===== src/quad_card_pkg.sv =====
// constants, types and state layout for the quadrature counter card
package quad_card_pkg;
	localparam int MAX_AXES = 4;
	localparam int CNT_W = 24;
	localparam int MCLK_HZ = 100_000_000;
	localparam int COUNT_RATE_HZ = 12_000_000;
	localparam int EDGE_CYC = MCLK_HZ / COUNT_RATE_HZ;
	localparam int FILT_LEN = EDGE_CYC / 2;
	localparam logic [6:0] SHIPPED_SWITCH = 7'h30;
	localparam logic [3:0] OFS_AXIS_STRIDE = 4'h2;
	localparam logic [3:0] OFS_IRQ_FLAGS = 4'h8;
	localparam logic [3:0] OFS_IRQ_CLEAR = 4'hc;
	localparam logic [1:0] SUB_CMD = 2'h0;
	localparam logic [1:0] SUB_CB_CFG = 2'h1;
	localparam logic [1:0] SUB_IDX_CFG = 2'h2;
	localparam logic [1:0] SUB_EXT_CFG = 2'h3;
	localparam logic [1:0] LAST_BYTE = 2'h2;
	localparam logic [CNT_W-1:0] CNT_MAX = 24'hffffff;
	localparam logic [CNT_W-1:0] CNT_ZERO = 24'h000000;

	typedef enum logic [1:0] {ACT_NONE = 2'h0, ACT_CLEAR = 2'h1, ACT_LOAD = 2'h2} act_e;
	typedef enum logic [2:0] {BUS_IDLE = 3'b001, BUS_READ = 3'b010, BUS_WRITE = 3'b100} bus_e;

	typedef struct packed {
		logic iorn;
		logic iown;
		logic aen;
		logic [15:0] sa;
		logic [7:0] sd_in;
	} isa_in_s;

	typedef struct packed {
		logic [CNT_W-1:0] cnt;
		logic [CNT_W-1:0] preset;
		logic [CNT_W-1:0] latch;
		logic [1:0] ptr;
		logic [3:0] cb_cfg;
		logic [2:0] idx_cfg;
		logic [3:0] ext_cfg;
		logic [FILT_LEN-1:0] ha;
		logic [FILT_LEN-1:0] hb;
		logic qa;
		logic qb;
		logic idx_prev;
		logic [1:0] ext_prev;
		logic pending;
		logic pulse;
		logic dir;
	} axis_s;

	typedef struct packed {
		axis_s [MAX_AXES-1:0] ax;
		bus_e bus;
		logic [7:0] sd_out;
		logic sd_oe;
		logic irq;
		logic irq_oe;
	} state_s;
endpackage


===== src/quad_card.sv =====
// isa address decode, host access and per-axis 24-bit quadrature counters
`timescale 1ns/1ps
`default_nettype none
module quad_card
	import quad_card_pkg::*;
#(
	parameter int NUM_AXES = 4
)(
	input wire logic mclk,
	input wire logic resetn,
	input wire quad_card_pkg::isa_in_s isa,
	input wire logic [6:0] base_address_switch,
	input wire logic irq_jumper_fitted,
	input wire logic [quad_card_pkg::MAX_AXES-1:0] quad_a,
	input wire logic [quad_card_pkg::MAX_AXES-1:0] quad_b,
	input wire logic [quad_card_pkg::MAX_AXES-1:0] index_in,
	input wire logic [quad_card_pkg::MAX_AXES-1:0][1:0] ext_in,
	output logic [7:0] sd_out,
	output logic sd_oe,
	output logic irq,
	output logic irq_oe,
	output logic [quad_card_pkg::MAX_AXES-1:0] flag_pulse
);
	import quad_card_pkg::*;

	state_s s_q;
	state_s s_d;
	logic sel;
	logic start_rd;
	logic start_wr;
	logic [3:0] ofs;
	logic [MAX_AXES-1:0] irq_set;
	logic [MAX_AXES-1:0] pend_vec;

	// open switch reads as one, so the switch word is the address directly
	assign sel = (isa.sa[10:4] == base_address_switch) && (isa.sa[15:11] == 5'h00)
		&& !isa.aen && (!isa.iorn || !isa.iown);
	assign ofs = isa.sa[3:0];
	assign start_rd = sel && (s_q.bus == BUS_IDLE) && !isa.iorn;
	assign start_wr = sel && (s_q.bus == BUS_IDLE) && !isa.iown && isa.iorn;

	always_comb
	begin
		s_d = s_q;
		irq_set = '0;
		for (int i = 0; i < MAX_AXES; i++)
		begin
			pend_vec[i] = s_q.ax[i].pending;
		end
		case (s_q.bus)
			BUS_IDLE:
			begin
				if (start_rd)
					s_d.bus = BUS_READ;
				else if (start_wr)
					s_d.bus = BUS_WRITE;
			end
			BUS_READ:
			begin
				if (isa.iorn)
					s_d.bus = BUS_IDLE;
			end
			BUS_WRITE:
			begin
				if (isa.iown)
					s_d.bus = BUS_IDLE;
			end
			default:
				s_d.bus = BUS_IDLE;
		endcase
		s_d.sd_oe = (s_q.bus == BUS_READ || start_rd) && sel && !isa.iorn;
		if (start_rd && ofs == OFS_IRQ_FLAGS)
			s_d.sd_out = {4'h0, pend_vec};
		else if (start_rd)
			s_d.sd_out = 8'h00;
		if ((start_rd || start_wr) && ofs == OFS_IRQ_CLEAR)
		begin
			for (int i = 0; i < MAX_AXES; i++)
				s_d.ax[i].pending = 1'b0;
		end
		for (int i = 0; i < MAX_AXES; i++)
		begin
			if (i < NUM_AXES)
			begin
				logic hit_data;
				logic hit_ctl;
				logic up;
				logic step;
				logic cy;
				logic bw;
				logic idx_rise;
				logic [1:0] ext_rise;
				act_e act;
				hit_data = (ofs == 4'(i) * OFS_AXIS_STRIDE);
				hit_ctl = (ofs == 4'(i) * OFS_AXIS_STRIDE + 4'h1);
				// history must agree on every sample; glitches shorter than that are dropped
				s_d.ax[i].ha = {s_q.ax[i].ha[FILT_LEN-2:0], quad_a[i]};
				s_d.ax[i].hb = {s_q.ax[i].hb[FILT_LEN-2:0], quad_b[i]};
				if (&s_q.ax[i].ha || ~|s_q.ax[i].ha)
					s_d.ax[i].qa = s_q.ax[i].ha[0];
				if (&s_q.ax[i].hb || ~|s_q.ax[i].hb)
					s_d.ax[i].qb = s_q.ax[i].hb[0];
				// one count per filtered edge; a double change is an illegal jump and is dropped
				step = (s_d.ax[i].qa ^ s_q.ax[i].qa) ^ (s_d.ax[i].qb ^ s_q.ax[i].qb);
				up = (s_q.ax[i].qa == s_d.ax[i].qb);
				cy = step && up && (s_q.ax[i].cnt == CNT_MAX);
				bw = step && !up && (s_q.ax[i].cnt == CNT_ZERO);
				if (step)
				begin
					s_d.ax[i].dir = up;
					s_d.ax[i].cnt = up ? s_q.ax[i].cnt + 24'h000001 : s_q.ax[i].cnt - 24'h000001;
				end
				s_d.ax[i].pulse = (cy || bw) && s_q.ax[i].cb_cfg[3];
				act = ACT_NONE;
				if (cy || bw)
					act = act_e'(s_q.ax[i].cb_cfg[1:0]);
				idx_rise = index_in[i] && !s_q.ax[i].idx_prev;
				s_d.ax[i].idx_prev = index_in[i];
				if (idx_rise && s_q.ax[i].idx_cfg[1:0] != ACT_NONE)
					act = act_e'(s_q.ax[i].idx_cfg[1:0]);
				ext_rise = ext_in[i] & ~s_q.ax[i].ext_prev;
				s_d.ax[i].ext_prev = ext_in[i];
				for (int k = 0; k < 2; k++)
				begin
					if (ext_rise[k] && s_q.ax[i].ext_cfg[k+2])
						act = s_q.ax[i].ext_cfg[k] ? ACT_LOAD : ACT_CLEAR;
				end
				irq_set[i] = ((cy || bw) && s_q.ax[i].cb_cfg[2])
					|| (idx_rise && s_q.ax[i].idx_cfg[2]);
				if (irq_set[i])
					s_d.ax[i].pending = 1'b1; // set wins over clear
				if (start_rd && hit_data)
				begin
					s_d.sd_out = s_q.ax[i].latch[8*s_q.ax[i].ptr +: 8];
					s_d.ax[i].ptr = (s_q.ax[i].ptr == LAST_BYTE) ? 2'h0 : s_q.ax[i].ptr + 2'h1;
				end
				if (start_rd && hit_ctl)
					s_d.sd_out = {4'h0, s_q.ax[i].pending, s_q.ax[i].dir, s_q.ax[i].ptr};
				if (start_wr && hit_data)
				begin
					s_d.ax[i].preset[8*s_q.ax[i].ptr +: 8] = isa.sd_in;
					s_d.ax[i].ptr = (s_q.ax[i].ptr == LAST_BYTE) ? 2'h0 : s_q.ax[i].ptr + 2'h1;
				end
				if (start_wr && hit_ctl)
				begin
					case (isa.sd_in[7:6])
						SUB_CMD:
						begin
							if (isa.sd_in[0])
								act = ACT_CLEAR;
							if (isa.sd_in[1])
								act = ACT_LOAD;
							if (isa.sd_in[2])
								s_d.ax[i].latch = s_q.ax[i].cnt;
							if (isa.sd_in[3])
								s_d.ax[i].ptr = 2'h0;
						end
						SUB_CB_CFG:
							s_d.ax[i].cb_cfg = isa.sd_in[3:0];
						SUB_IDX_CFG:
							s_d.ax[i].idx_cfg = isa.sd_in[2:0];
						SUB_EXT_CFG:
							s_d.ax[i].ext_cfg = isa.sd_in[3:0];
						default:
							s_d.ax[i].cb_cfg = s_q.ax[i].cb_cfg;
					endcase
				end
				case (act)
					ACT_CLEAR:
						s_d.ax[i].cnt = CNT_ZERO;
					ACT_LOAD:
						s_d.ax[i].cnt = s_q.ax[i].preset;
					default:
						s_d.ax[i].cnt = s_d.ax[i].cnt;
				endcase
			end
		end
		for (int i = 0; i < MAX_AXES; i++)
		begin
			pend_vec[i] = s_d.ax[i].pending;
		end
		// line is released unless a level jumper is fitted; shipped with none
		s_d.irq = (|pend_vec) && irq_jumper_fitted;
		s_d.irq_oe = irq_jumper_fitted;
	end

	always_ff @(posedge mclk)
	begin
		if (!resetn)
		begin
			s_q <= '0;
			s_q.bus <= BUS_IDLE;
		end
		else
			s_q <= s_d;
	end

	assign sd_out = s_q.sd_out;
	assign sd_oe = s_q.sd_oe;
	assign irq = s_q.irq;
	assign irq_oe = s_q.irq_oe;
	always_comb
	begin
		for (int i = 0; i < MAX_AXES; i++)
			flag_pulse[i] = s_q.ax[i].pulse;
	end
endmodule
`default_nettype wire


===== config.mk =====
export PLATFORM = sky130hd
export DESIGN_NAME = quad_card
export DESIGN_NICKNAME = d
export VERILOG_FILES = /design/src/quad_card_pkg.sv /design/src/quad_card.sv
export SDC_FILE = /design/constraint.sdc
export NUM_CORES = 1
export LEC_CHECK = 0
export CAP_MARGIN = 40
export CORE_AREA = 3 3 200 202
export DETAILED_ROUTE_END_ITERATION = 8
export DIE_AREA = 0 0 203 205
export DONT_BUFFER_PORTS = 1
export GPL_TIMING_DRIVEN = 0
export PLACE_DENSITY = 0.75
export SYNTH_ARGS = -nofsm -noshare
export SYNTH_HDL_FRONTEND = slang
export SYNTH_SLANG_ARGS = --single-unit
export TNS_END_PERCENT = 100

===== constraint.sdc =====
create_clock -name mclk -period 6.1 [get_ports mclk]
set_input_delay 0.305 -clock mclk [delete_from_list [all_inputs] [get_ports mclk]]
set_output_delay 0.305 -clock mclk [all_outputs]
set_load 0.05 [all_outputs]

; ---- Word level (Yosys, flattened, before mapping)
; Cells that the tools add are included.
[totals]
output_inout_bits = 15
word_cells = 443
reg_bits = 418
in_bits = 57
[op_classes]
addsub = 16
n_bitwise = 21
n_mux = 123
n_shift = 12
n_eq_ne = 39
reduce_logical = 162
[op_table]
columns = operator, count
row1 = two-way mux 24 bit, 8
row2 = case mux 24 bit (2 select lines), 4
row3 = negation 5 -> 34 bit, 4
row4 = "variable shift 8 x 34 -> 24 bit, first input constant", 4
row5 = indexed part select 8 x 34 -> 24 bit, 4
row6 = two-way mux 2 bit, 60
row7 = "adder 24 x 1 -> 24 bit, second input constant", 4
row8 = bitwise mux 24 bit, 4
row9 = "== test 24 bit, second input constant", 4
row10 = zero test 24 bit, 4
row11 = indexed part select 24 x 6 -> 8 bit, 4
row12 = "subtractor 24 x 1 -> 24 bit, second input constant", 4
row13 = logical AND 1 bit, 72
row14 = two-way mux 8 bit, 9
row15 = two-way mux 13 bit, 4
row16 = two-way mux 4 bit, 9
row17 = OR reduction 4 bit, 9
row18 = AND reduction 4 bit, 8
row19 = two-way mux 3 bit, 8
row20 = AND reduction 2 bit, 12
row21 = "== test 2 bit, second input constant", 10
row22 = zero test 1 bit, 19
row23 = logical OR 1 bit, 19
row24 = "== test 4 x 3 -> 1 bit, second input constant", 4
row25 = other kinds (27), 82

; ---- Logic depth before layout (Yosys ltp)
; Gate-level depths: netlist (run 1).
[depth]
ltp_word = 19
depth_mapped = 18
mapped_depth_nobuf = 16

; ---- Least setup slack after synthesis (run 1)
; Ideal clock, no wire load.
[synth_timing]
path_type = register to register
from = register s_q[126] (netlist bit)
to = register s_q[215] (netlist bit)
path_stages_with_launch = 18
setup_slack_ns = 2.126
setup_time_ns = 0.070
required_time_ns = 6.030
path_buffers = 3
t_arrival_ns = 3.904
period_less_slack_ns = 3.974
path_cell_list = dfxtp_1 > or3_1 > a22o_1 > xnor2_2 > nand4_1 > a21boi_2 > a32o_1 > mux2i_1 > o21a_1 > o21ai_0 > ha_1 > clkbuf_1 > nor2b_1 > clkbuf_1 > clkbuf_1 > nand2_1 > o31ai_1 > o2bb2ai_1
[synth_between]
elab_chain_len = 19
elab_cells_between_ends = 28
classes_between = eq/ne: 3 / mux: 12 / bitwise: 2 / reduce/logical: 11
[synth_rtl]
columns = element, line
row1 = "start, declared", quad_card.sv:26  ; state_s s_q;
row2 = OR reduction 4 bit, quad_card.sv:101  ; if (&s_q.ax[i].hb || ~|s_q.ax[i].hb)
row3 = zero test 1 bit, quad_card.sv:101
row4 = logical OR 1 bit *, quad_card.sv:101
row5 = two-way mux 1 bit *, quad_card.sv:101
row6 = bitwise XOR 1 bit or == test 1 bit (tied branches), "quad_card.sv:104, quad_card.sv:105"
row7 = bitwise XOR 1 bit or zero test 1 bit (tied branches), "quad_card.sv:104, quad_card.sv:107"
row8 = "logical AND 1 bit, on equally long branches (2 in series)", "quad_card.sv:106, quad_card.sv:107"
row9 = logical OR 1 bit, quad_card.sv:115  ; if (cy || bw)
row10 = two-way mux 2 bit, quad_card.sv:115
row11 = two-way mux 2 bit, quad_card.sv:119  ; if (idx_rise && s_q.ax[i].idx_cfg[1:0] != ACT_NONE)
row12 = two-way mux 2 bit (2 in series), quad_card.sv:125  ; if (ext_rise[k] && s_q.ax[i].ext_cfg[k+2])
row13 = two-way mux 2 bit, quad_card.sv:149  ; if (isa.sd_in[0])
row14 = two-way mux 2 bit, quad_card.sv:151  ; if (isa.sd_in[1])
row15 = two-way mux 2 bit, quad_card.sv:146  ; case (isa.sd_in[7:6])
row16 = two-way mux 2 bit, quad_card.sv:144  ; if (start_wr && hit_ctl)
row17 = == test 2 bit or == test 2 x 1 -> 1 bit (tied branches), quad_card.sv:168  ; case (act)
row18 = case mux 24 bit (2 select lines) or nonzero test 3 bit (tied branches), -
; Every way passes the cells marked *; elsewhere a longest branch is shown, timed or not. The select of a mux whose other input is x is not followed.
; A chain may end at the register's enable or synchronous reset.

; ---- Worst setup path in the final report (run 1)
[layout_timing]
from = register s_q[25] (netlist bit)
to = register s_q[107] (netlist bit)
; Same word-level chain as after synthesis.

==> results of run 1 <==
-- synth_stat cells (26+ instances only) --
cell        n  area (sq um)
a211oi_1   37           278
a21o_1     32           240
a21oi_1   356          1780
a221oi_1   42           368
and2_1     55           344
and3_1     30           188
clkbuf_1  134           503
dfxtp_1   418          8370
ha_1      116          1450
inv_1      46           173
mux2i_1    68           681
nand2_1   378          1420
nand3_1   151           756
nand4_1    47           294
nor2_1    213           800
nor3_1     39           195
nor4_1     32           200
o21a_1     27           203
o21ai_0   221          1110
xnor2_1    50           438
xor2_1     26           228
-- critical path, stage by stage (launching register included) --
cell and delay, ns:
dfxtp_1 0.33, or3_1 0.39, nor3b_1 0.27, a41oi_1 0.09, xor2_1 0.60, a21boi_1 0.61, nand3_1 0.16, a22oi_1 0.19
o21a_1 0.22, o21ai_0 0.11, ha_1 0.48, clkbuf_1 0.55, clkbuf_1 0.54, o21ai_0 0.25, a31oi_1 0.21
-- power by group through the flow --
stage / Clock (W) / Sequential [W] / Combinational, W
floorplan: 0 / 0.00281 / 0.0000938
global placement: 0 / 0.00281 / 0.000163
detailed placement: 0 / 0.00281 / 0.000175
CTS: 0.00296 / 0.00275 / 0.000192
global route: 0.00307 / 0.00275 / 0.000208
finish: 0.00296 / 0.00275 / 0.000203
-- placed cells by master (no fill, tap or decap), types with 9 or more instances in the layout --
master,count
a211oi_1,37
a21o_1,32
a21oi_1,356
a221oi_1,42
a22oi_1,21
a31oi_1,20
and2_1,55
and3_1,30
and3b_1,9
buf_1,12
buf_2,33
buf_4,17
buf_6,14
clkbuf_1,136
clkbuf_16,45
clkbuf_8,10
clkinv_2,11
dfxtp_1,418
dlygate4sd3_1,27
ha_1,116
inv_1,46
mux2i_1,68
nand2_1,378
nand2b_1,25
nand3_1,151
nand4_1,47
nor2_1,213
nor2b_1,25
nor3_1,39
nor3b_1,18
nor4_1,32
o211ai_1,11
o21a_1,27
o21ai_0,221
o21ai_1,17
o22ai_1,11
or3_1,18
xnor2_1,50
xor2_1,26
-- layout make-up --
class | count | area share (%)
inverter | 47 | 0.685
antenna | 1 | 0.00971
clock inverter | 25 | 1.26
clock buffer | 57 | 4.94
sequential | 418 | 32.5
buffer | 195 | 3.39
multi-input combinational | 2244 | 52.8
timing repair buffer | 49 | 1.93
tap | 518 | 2.52
-- metal layers --
metal | vias up | wire length, microns
li1 | 10642 | -
met1 | 10847 | 30700
met2 | 1185 | 35700
met3 | 282 | 7140
met4 | 0 | 4560
met5 | - | 0
-- final timing paths --
kind	end	slack (ns)	depth (start not counted)
hold / removal	sd_out[2]$_SDFFE_PN0P_	0.02	3
hold reg to reg	s_q[278]$_SDFFE_PN0P_	0.45	2
setup reg to reg	s_q[107]$_SDFFE_PN0P_	1.01	14
setup / recovery	s_q[107]$_SDFFE_PN0P_	1.01	14
-- stage by stage --
step / hold slack (ns) / area (sq um) / cells
3_5_place_dp: 0.432 / 23900 / 3442
5_1_grt: 0.0633 / 25800 / 3554
6_report: 0.0224 / 25800 / 3554
3_3_place_gp: 0.428 / 23600 / 3422
4_1_cts: 0.00538 / 25700 / 3551
2_1_floorplan: 0.416 / 23000 / 2904
-- flip-flops by register name, indices dropped and copies added (netlist names) --
name        flops
irq_oe          1
s_d            24
flag_pulse      4
sd_oe           1
sd_out          8
s_q           379
irq             1
-- cell families (layout without fill, tap and decap cells) --
group	Yosys count	in the layout	share of synthesized area, %
AND/OR/NAND/NOR	1083	1083	22.7
AO/OA/AOI/OAI	890	890	23.4
flip-flops	418	418	36.4
buffers and inverters	242	373	4.57
adder cells (fa/ha/maj)	120	120	6.66
XOR/XNOR	79	79	3.11
multiplexers	72	72	3.16
other	0	1	0
-- what timing repair did --
| item | CTS | global route |
|---|---|---|
| hold buffers | 27 | 0 |
| hold endpoints to repair | 32 | 0 |
| setup endpoints to repair | 0 | 0 |
==> impl_metrics.py, run 1 <==
metrics = {
    "synthesis": {
        "synth_edf_count": 0,
        "avgSynthCellArea_sq_um": 7.92,
        "netlist_area_sq_um": 23000,
        "ys_async_sr_fraction_pct": 0,
        "ys_seq_area_share_pct": 36.4,
        "synthCells": 2904,
        "syn-num-nets": 3081,
        "ys_ff_latch": 418,
        "synth.distinct_cells": 90,
        "ys.flop_type": "dfxtp_1",
        "ys_warn_count": 0,
    },
    "routing": {
        "via_per_inst": 6.46,
        "wire_per_inst_microns": 22.0,
        "drtPass1Iterations": 8,
        "vias": 22956,
        "detail-route-antenna-nets": 0,
        "drt_iter0_markers": 2602,
        "wirelength_mm": 78.1,
        "drc_errors": 0,
    },
    "clock_network": {
        "cts_setup_buffers": 0,
        "cts_max_level": 2,
        "clockBufferDepth": 3,
        "cts_root_buffer": "clkbuf_16",
        "cts_resized": 0,
        "numClockSinks": 418,
        "numCtsBuffers": 44,
        "clock_latency_ns": 0.58,
        "path_clk_slew_ns": 0.06,
        "cts_tree": "yes",
    },
    "sta": {
        "maxSlewHeadroom_pct": 32.5,
        "final-setup-viol-count": 0,
        "skew_ns": 0.0201,
        "hold_violations": 0,
        "min_period_over_period_pct": 83.4,
        "tns_ns": 0,
        "slew_violations": 0,
        "fmax_mhz": 197,
        "fin_ws_ns": 1.01,
        "grt_setup_unrepaired": "no",
        "worst_slew_pin_slew_ns": 1.01,
        "min_period_ns": 5.09,
    },
    "grt": {
        "use_met3_pct": 7.09,
        "grt_max_degree": 26,
        "grt_overflow": 0,
        "use_met1_pct": 45.0,
        "grt_first_pass_wirelength_mm": 120,
        "track_usage_pct": 36.2,
        "antenna_found_initial": 1,
        "grt_pass1_vias": 21987,
        "top_usage_layer": "met2",
        "grt_util_met2_pct": 59.2,
    },
    "place": {
        "port_buffers": 0,
        "gp_congestion": 0.991,
        "post-dp-hpwl_mm": 57.4,
        "pre_cts_ws_ns": 1.32,
    },
    "setup_path": {
        "cp-start-kind": "flop",
        "cp_max_fo": 10,
        "arrival_ns": 5.58,
        "path_class": "reg2reg",
        "crit_start": "s_q[25]$_SDFF_PN0_",
        "critPathCaptureType": "flop",
        "r2r-start": "s_q[25]$_SDFF_PN0_",
        "cp.required_ns": 6.59,
    },
    "finish": {
        "drive_gt1_share_pct": 6.69,
        "fillers": 3281,
        "syn2layout_area_growth_pct": 12.0,
        "num-nets-final": 3176,
        "utilization_pct": 67.0,
        "regArea_sq_um": 8370,
        "multi_input_area_sq_um": 13600,
    },
    "pwr": {
        "power_leakage_nw": 9.54,
        "power_density_nw_per_um2": 230,
        "clkPwrFrac_pct": 50.1,
        "swShare_pct": 22.8,
        "seq_power_share_pct": 46.5,
        "p_int_w": 0.00457,
        "combPwrFrac_pct": 3.4,
        "power_w": 0.00592,
        "p_switching_w": 0.00135,
        "ir_worst_vdd_v": 0.000195,
    },
    "floorplan": {
        "core_area_sq_um": 38500,
        "die_area_sq_um": 41600,
        "start_util_pct": 59.8,
        "dieHeight_microns": 205,
        "ios": 72,
        "rows": 72,
        "die-width_microns": 203,
    },
    "hold_path": {
        "hold_class": "in2reg",
        "min_from": "isa[11]",
    },
    "flow_run": {
        "drv_cap": 0,
    },
    "status": {
        "outcome": "complete, no violations",
    },
}
No activity file was read; power rests on OpenSTA's default activity.
==> inputs of run 2 (changes only) <==
ABC_AREA = 1   (was not set)
CORE_AREA = 3 3 204 206   (was 3 3 200 202)
DIE_AREA = 0 0 207 209   (was 0 0 203 205)
clock period = 5 ns   (was 6.1 ns; I/O delays follow)
==> impl_metrics.py, run 2 <==
metrics = {
    "synthesis": {
        "ys_ff_latch": 418,
        "yosysTopAreaCell": "dfxtp_1",
        "ys_async_sr_fraction_pct": 0,
        "ys_top_cells_by_area": "dfxtp_1, nand2_1, nor2_1",
        "avgSynthCellArea_sq_um": 7.05,
        "yosysTopAreaCellShare_pct": 35.2,
        "yosysMostFrequentCell": "nand2_1",
        "synth_edf_count": 0,
        "ys_seq_area_share_pct": 35.2,
        "synth_common_cells": "nand2_1, nor2_1, dfxtp_1",
        "synth.distinct_cells": 54,
        "netlist_area_sq_um": 23800,
        "synthCells": 3373,
        "syn-num-nets": 3550,
        "ys.flop_type": "dfxtp_1",
        "ys_warn_count": 0,
    },
    "clock_network": {
        "clock_latency_ns": 0.60,
        "cts_tree": "yes",
        "numClockSinks": 418,
        "path_clk_slew_ns": 0.06,
        "cts_root_buffer": "clkbuf_16",
        "cts_max_level": 2,
        "numCtsBuffers": 45,
        "clockBufferDepth": 3,
    },
    "finish": {
        "drive_gt1_share_pct": 6.33,
        "final_area_sq_um": 26400,
        "num-nets-final": 3630,
        "fillers": 3525,
        "utilization_pct": 66.2,
        "largest_reg_flops": 379,
        "final_common_cell": "nand2_1",
        "syn2layout_area_growth_pct": 11.0,
        "multi_input_area_sq_um": 13400,
        "final_cell_mix": "nand2_1, nor2_1, dfxtp_1",
        "max_flop_register": "s_q",
        "regArea_sq_um": 8370,
    },
    "sta": {
        "fin_ws_ns": 0.273,
        "tns_ns": 0,
        "final-setup-viol-count": 0,
        "worst_slew_pin_slew_ns": 0.938,
        "hold_violations": 0,
        "min_period_ns": 4.73,
        "skew_ns": 0.0149,
        "min_period_over_period_pct": 94.5,
        "fmax_mhz": 212,
        "maxSlewHeadroom_pct": 37.4,
        "grt_setup_unrepaired": "no",
        "slew_violations": 0,
    },
    "routing": {
        "wire_per_inst_microns": 20.4,
        "vias": 24763,
        "drt_iter0_markers": 2582,
        "drc_errors": 0,
        "via_per_inst": 6.17,
        "wirelength_mm": 81.7,
        "detail-route-antenna-nets": 0,
        "drtPass1Iterations": 6,
    },
    "grt": {
        "grt_max_degree": 25,
        "grt_first_pass_wirelength_mm": 125,
        "grt_overflow": 0,
        "grt_pass1_vias": 23195,
        "antenna_found_initial": 3,
        "track_usage_pct": 35.8,
    },
    "flow_run": {
        "drv_cap": 0,
    },
    "place": {
        "port_buffers": 0,
        "placed_area_sq_um": 24500,
        "post-dp-hpwl_mm": 61.3,
        "gp_congestion": 0.984,
        "pre_cts_ws_ns": 0.206,
    },
    "setup_path": {
        "cp-start-kind": "flop",
        "path_class": "reg2reg",
        "critPathMaxStageDelay_ns": 0.59,
        "cp_max_fo": 12,
        "arrival_ns": 5.24,
        "worst_path_max_delay_cell": "xor2_2",
        "cp_cell_sequence": "nor2_1 -> nand2_1 -> nand2_1 -> xor2_2 -> clkinvlp_4 -> nand2_1 -> nand3_1 -> o21ai_0 -> nand2_1 -> nand2_1 -> nand2_1 -> a21oi_1 -> inv_1 -> ha_1 -> clkbuf_1 -> inv_1 -> clkbuf_1 -> a21oi_1 -> o21ai_0 -> a31oi_1",
        "cpMostUsedCell": "nand2_1",
        "critPathCaptureType": "flop",
        "cp.required_ns": 5.52,
    },
    "pwr": {
        "ir_worst_vdd_v": 0.000215,
        "power_leakage_nw": 10.4,
        "power_density_nw_per_um2": 272,
    },
    "floorplan": {
        "die_area_sq_um": 43300,
        "core_area_sq_um": 39800,
        "die-width_microns": 207,
        "dieHeight_microns": 209,
        "start_util_pct": 59.7,
        "rows": 73,
        "ios": 72,
    },
    "status": {
        "outcome": "complete, no violations",
    },
    "hold_path": {
        "hold_class": "in2reg",
    },
}
==> run 2: routing by layer <==
layer	track usage [%]	vias up	wire, microns
li1	-	11776	-
met1	45.9	11518	33100
met2	58.4	1201	36900
met3	6.46	262	7300
met4	17.8	6	4380
met5	0	-	27
==> run 2: through the flow <==
step	hold slack (ns)	instances	power (W)
2_1_floorplan	0.343	3373	0.00354
6_report	0.0569	4016	0.00718
5_1_grt	0.0670	4015	0.00732
3_3_place_gp	0.347	3898	0.00362
4_1_cts	0.0230	4013	0.00716
3_5_place_dp	0.348	3902	0.00362
==> run 2: cell families after synthesis <==
family	count (synthesis)	synth area share (%)
xor gates and xnor gates	28	1.03
buffers and inverters	506	8.42
adders and majority gates	120	6.44
AOI/OAI and AO/OA	903	23.1
DFF	418	35.2
muxes	1	0.0421
and+or+nand+nor	1397	25.7
==> run 2: what timing repair did <==
action                                  CTS  global route
endpoints found under the setup margin    0            16
setup buffers                             0             0
endpoints found under the hold margin    48             0
resized for setup                         0             2
hold buffers                             27             0
==> run 2: report_power, final <==
group          internal [W]  switching, W
sequential          0.00335     0.0000110
combinational     0.0000492      0.000181
clock               0.00209       0.00150
total               0.00548       0.00169
==> run 2: worst paths after layout <==
path / end / cells past startpoint / from / slack, ns
min: s_q[319]$_SDFF_PN0_ / 4 / index_in[3] / 0.06
max: s_q[300]$_SDFFE_PN0P_ / 20 / s_d[227]$_SDFF_PN0_ / 0.27
max reg2reg: s_q[300]$_SDFFE_PN0P_ / 20 / s_d[227]$_SDFF_PN0_ / 0.27
min reg2reg: s_d[29]$_SDFF_PN0_ / 2 / s_d[28]$_SDFF_PN0_ / 0.44
==> run 2: worst max-delay path: cells and delay by family (launching register included) <==
family                   cells  cell delay, ns
XOR/XNOR                     1            0.59
flip-flops                   1            0.33
AND/OR/NAND/NOR              8            0.94
buffers and inverters        5            1.54
AO/OA/AOI/OAI                5            0.95
adder cells (fa/ha/maj)      1            0.28
==> run 2: layout make-up <==
| type | instances | share of cell area, % |
|---|---|---|
| plain buffers | 165 | 2.72 |
| clock buffers | 58 | 4.83 |
| well taps | 525 | 2.49 |
| repair buffers | 32 | 1.29 |
| repair inverters | 1 | 0.0190 |
| clock inverters | 26 | 1.19 |
| flip-flops and latches | 418 | 31.7 |
| inverters | 341 | 4.88 |
| diodes | 1 | 0.00949 |
| multi-input cells | 2449 | 50.8 |
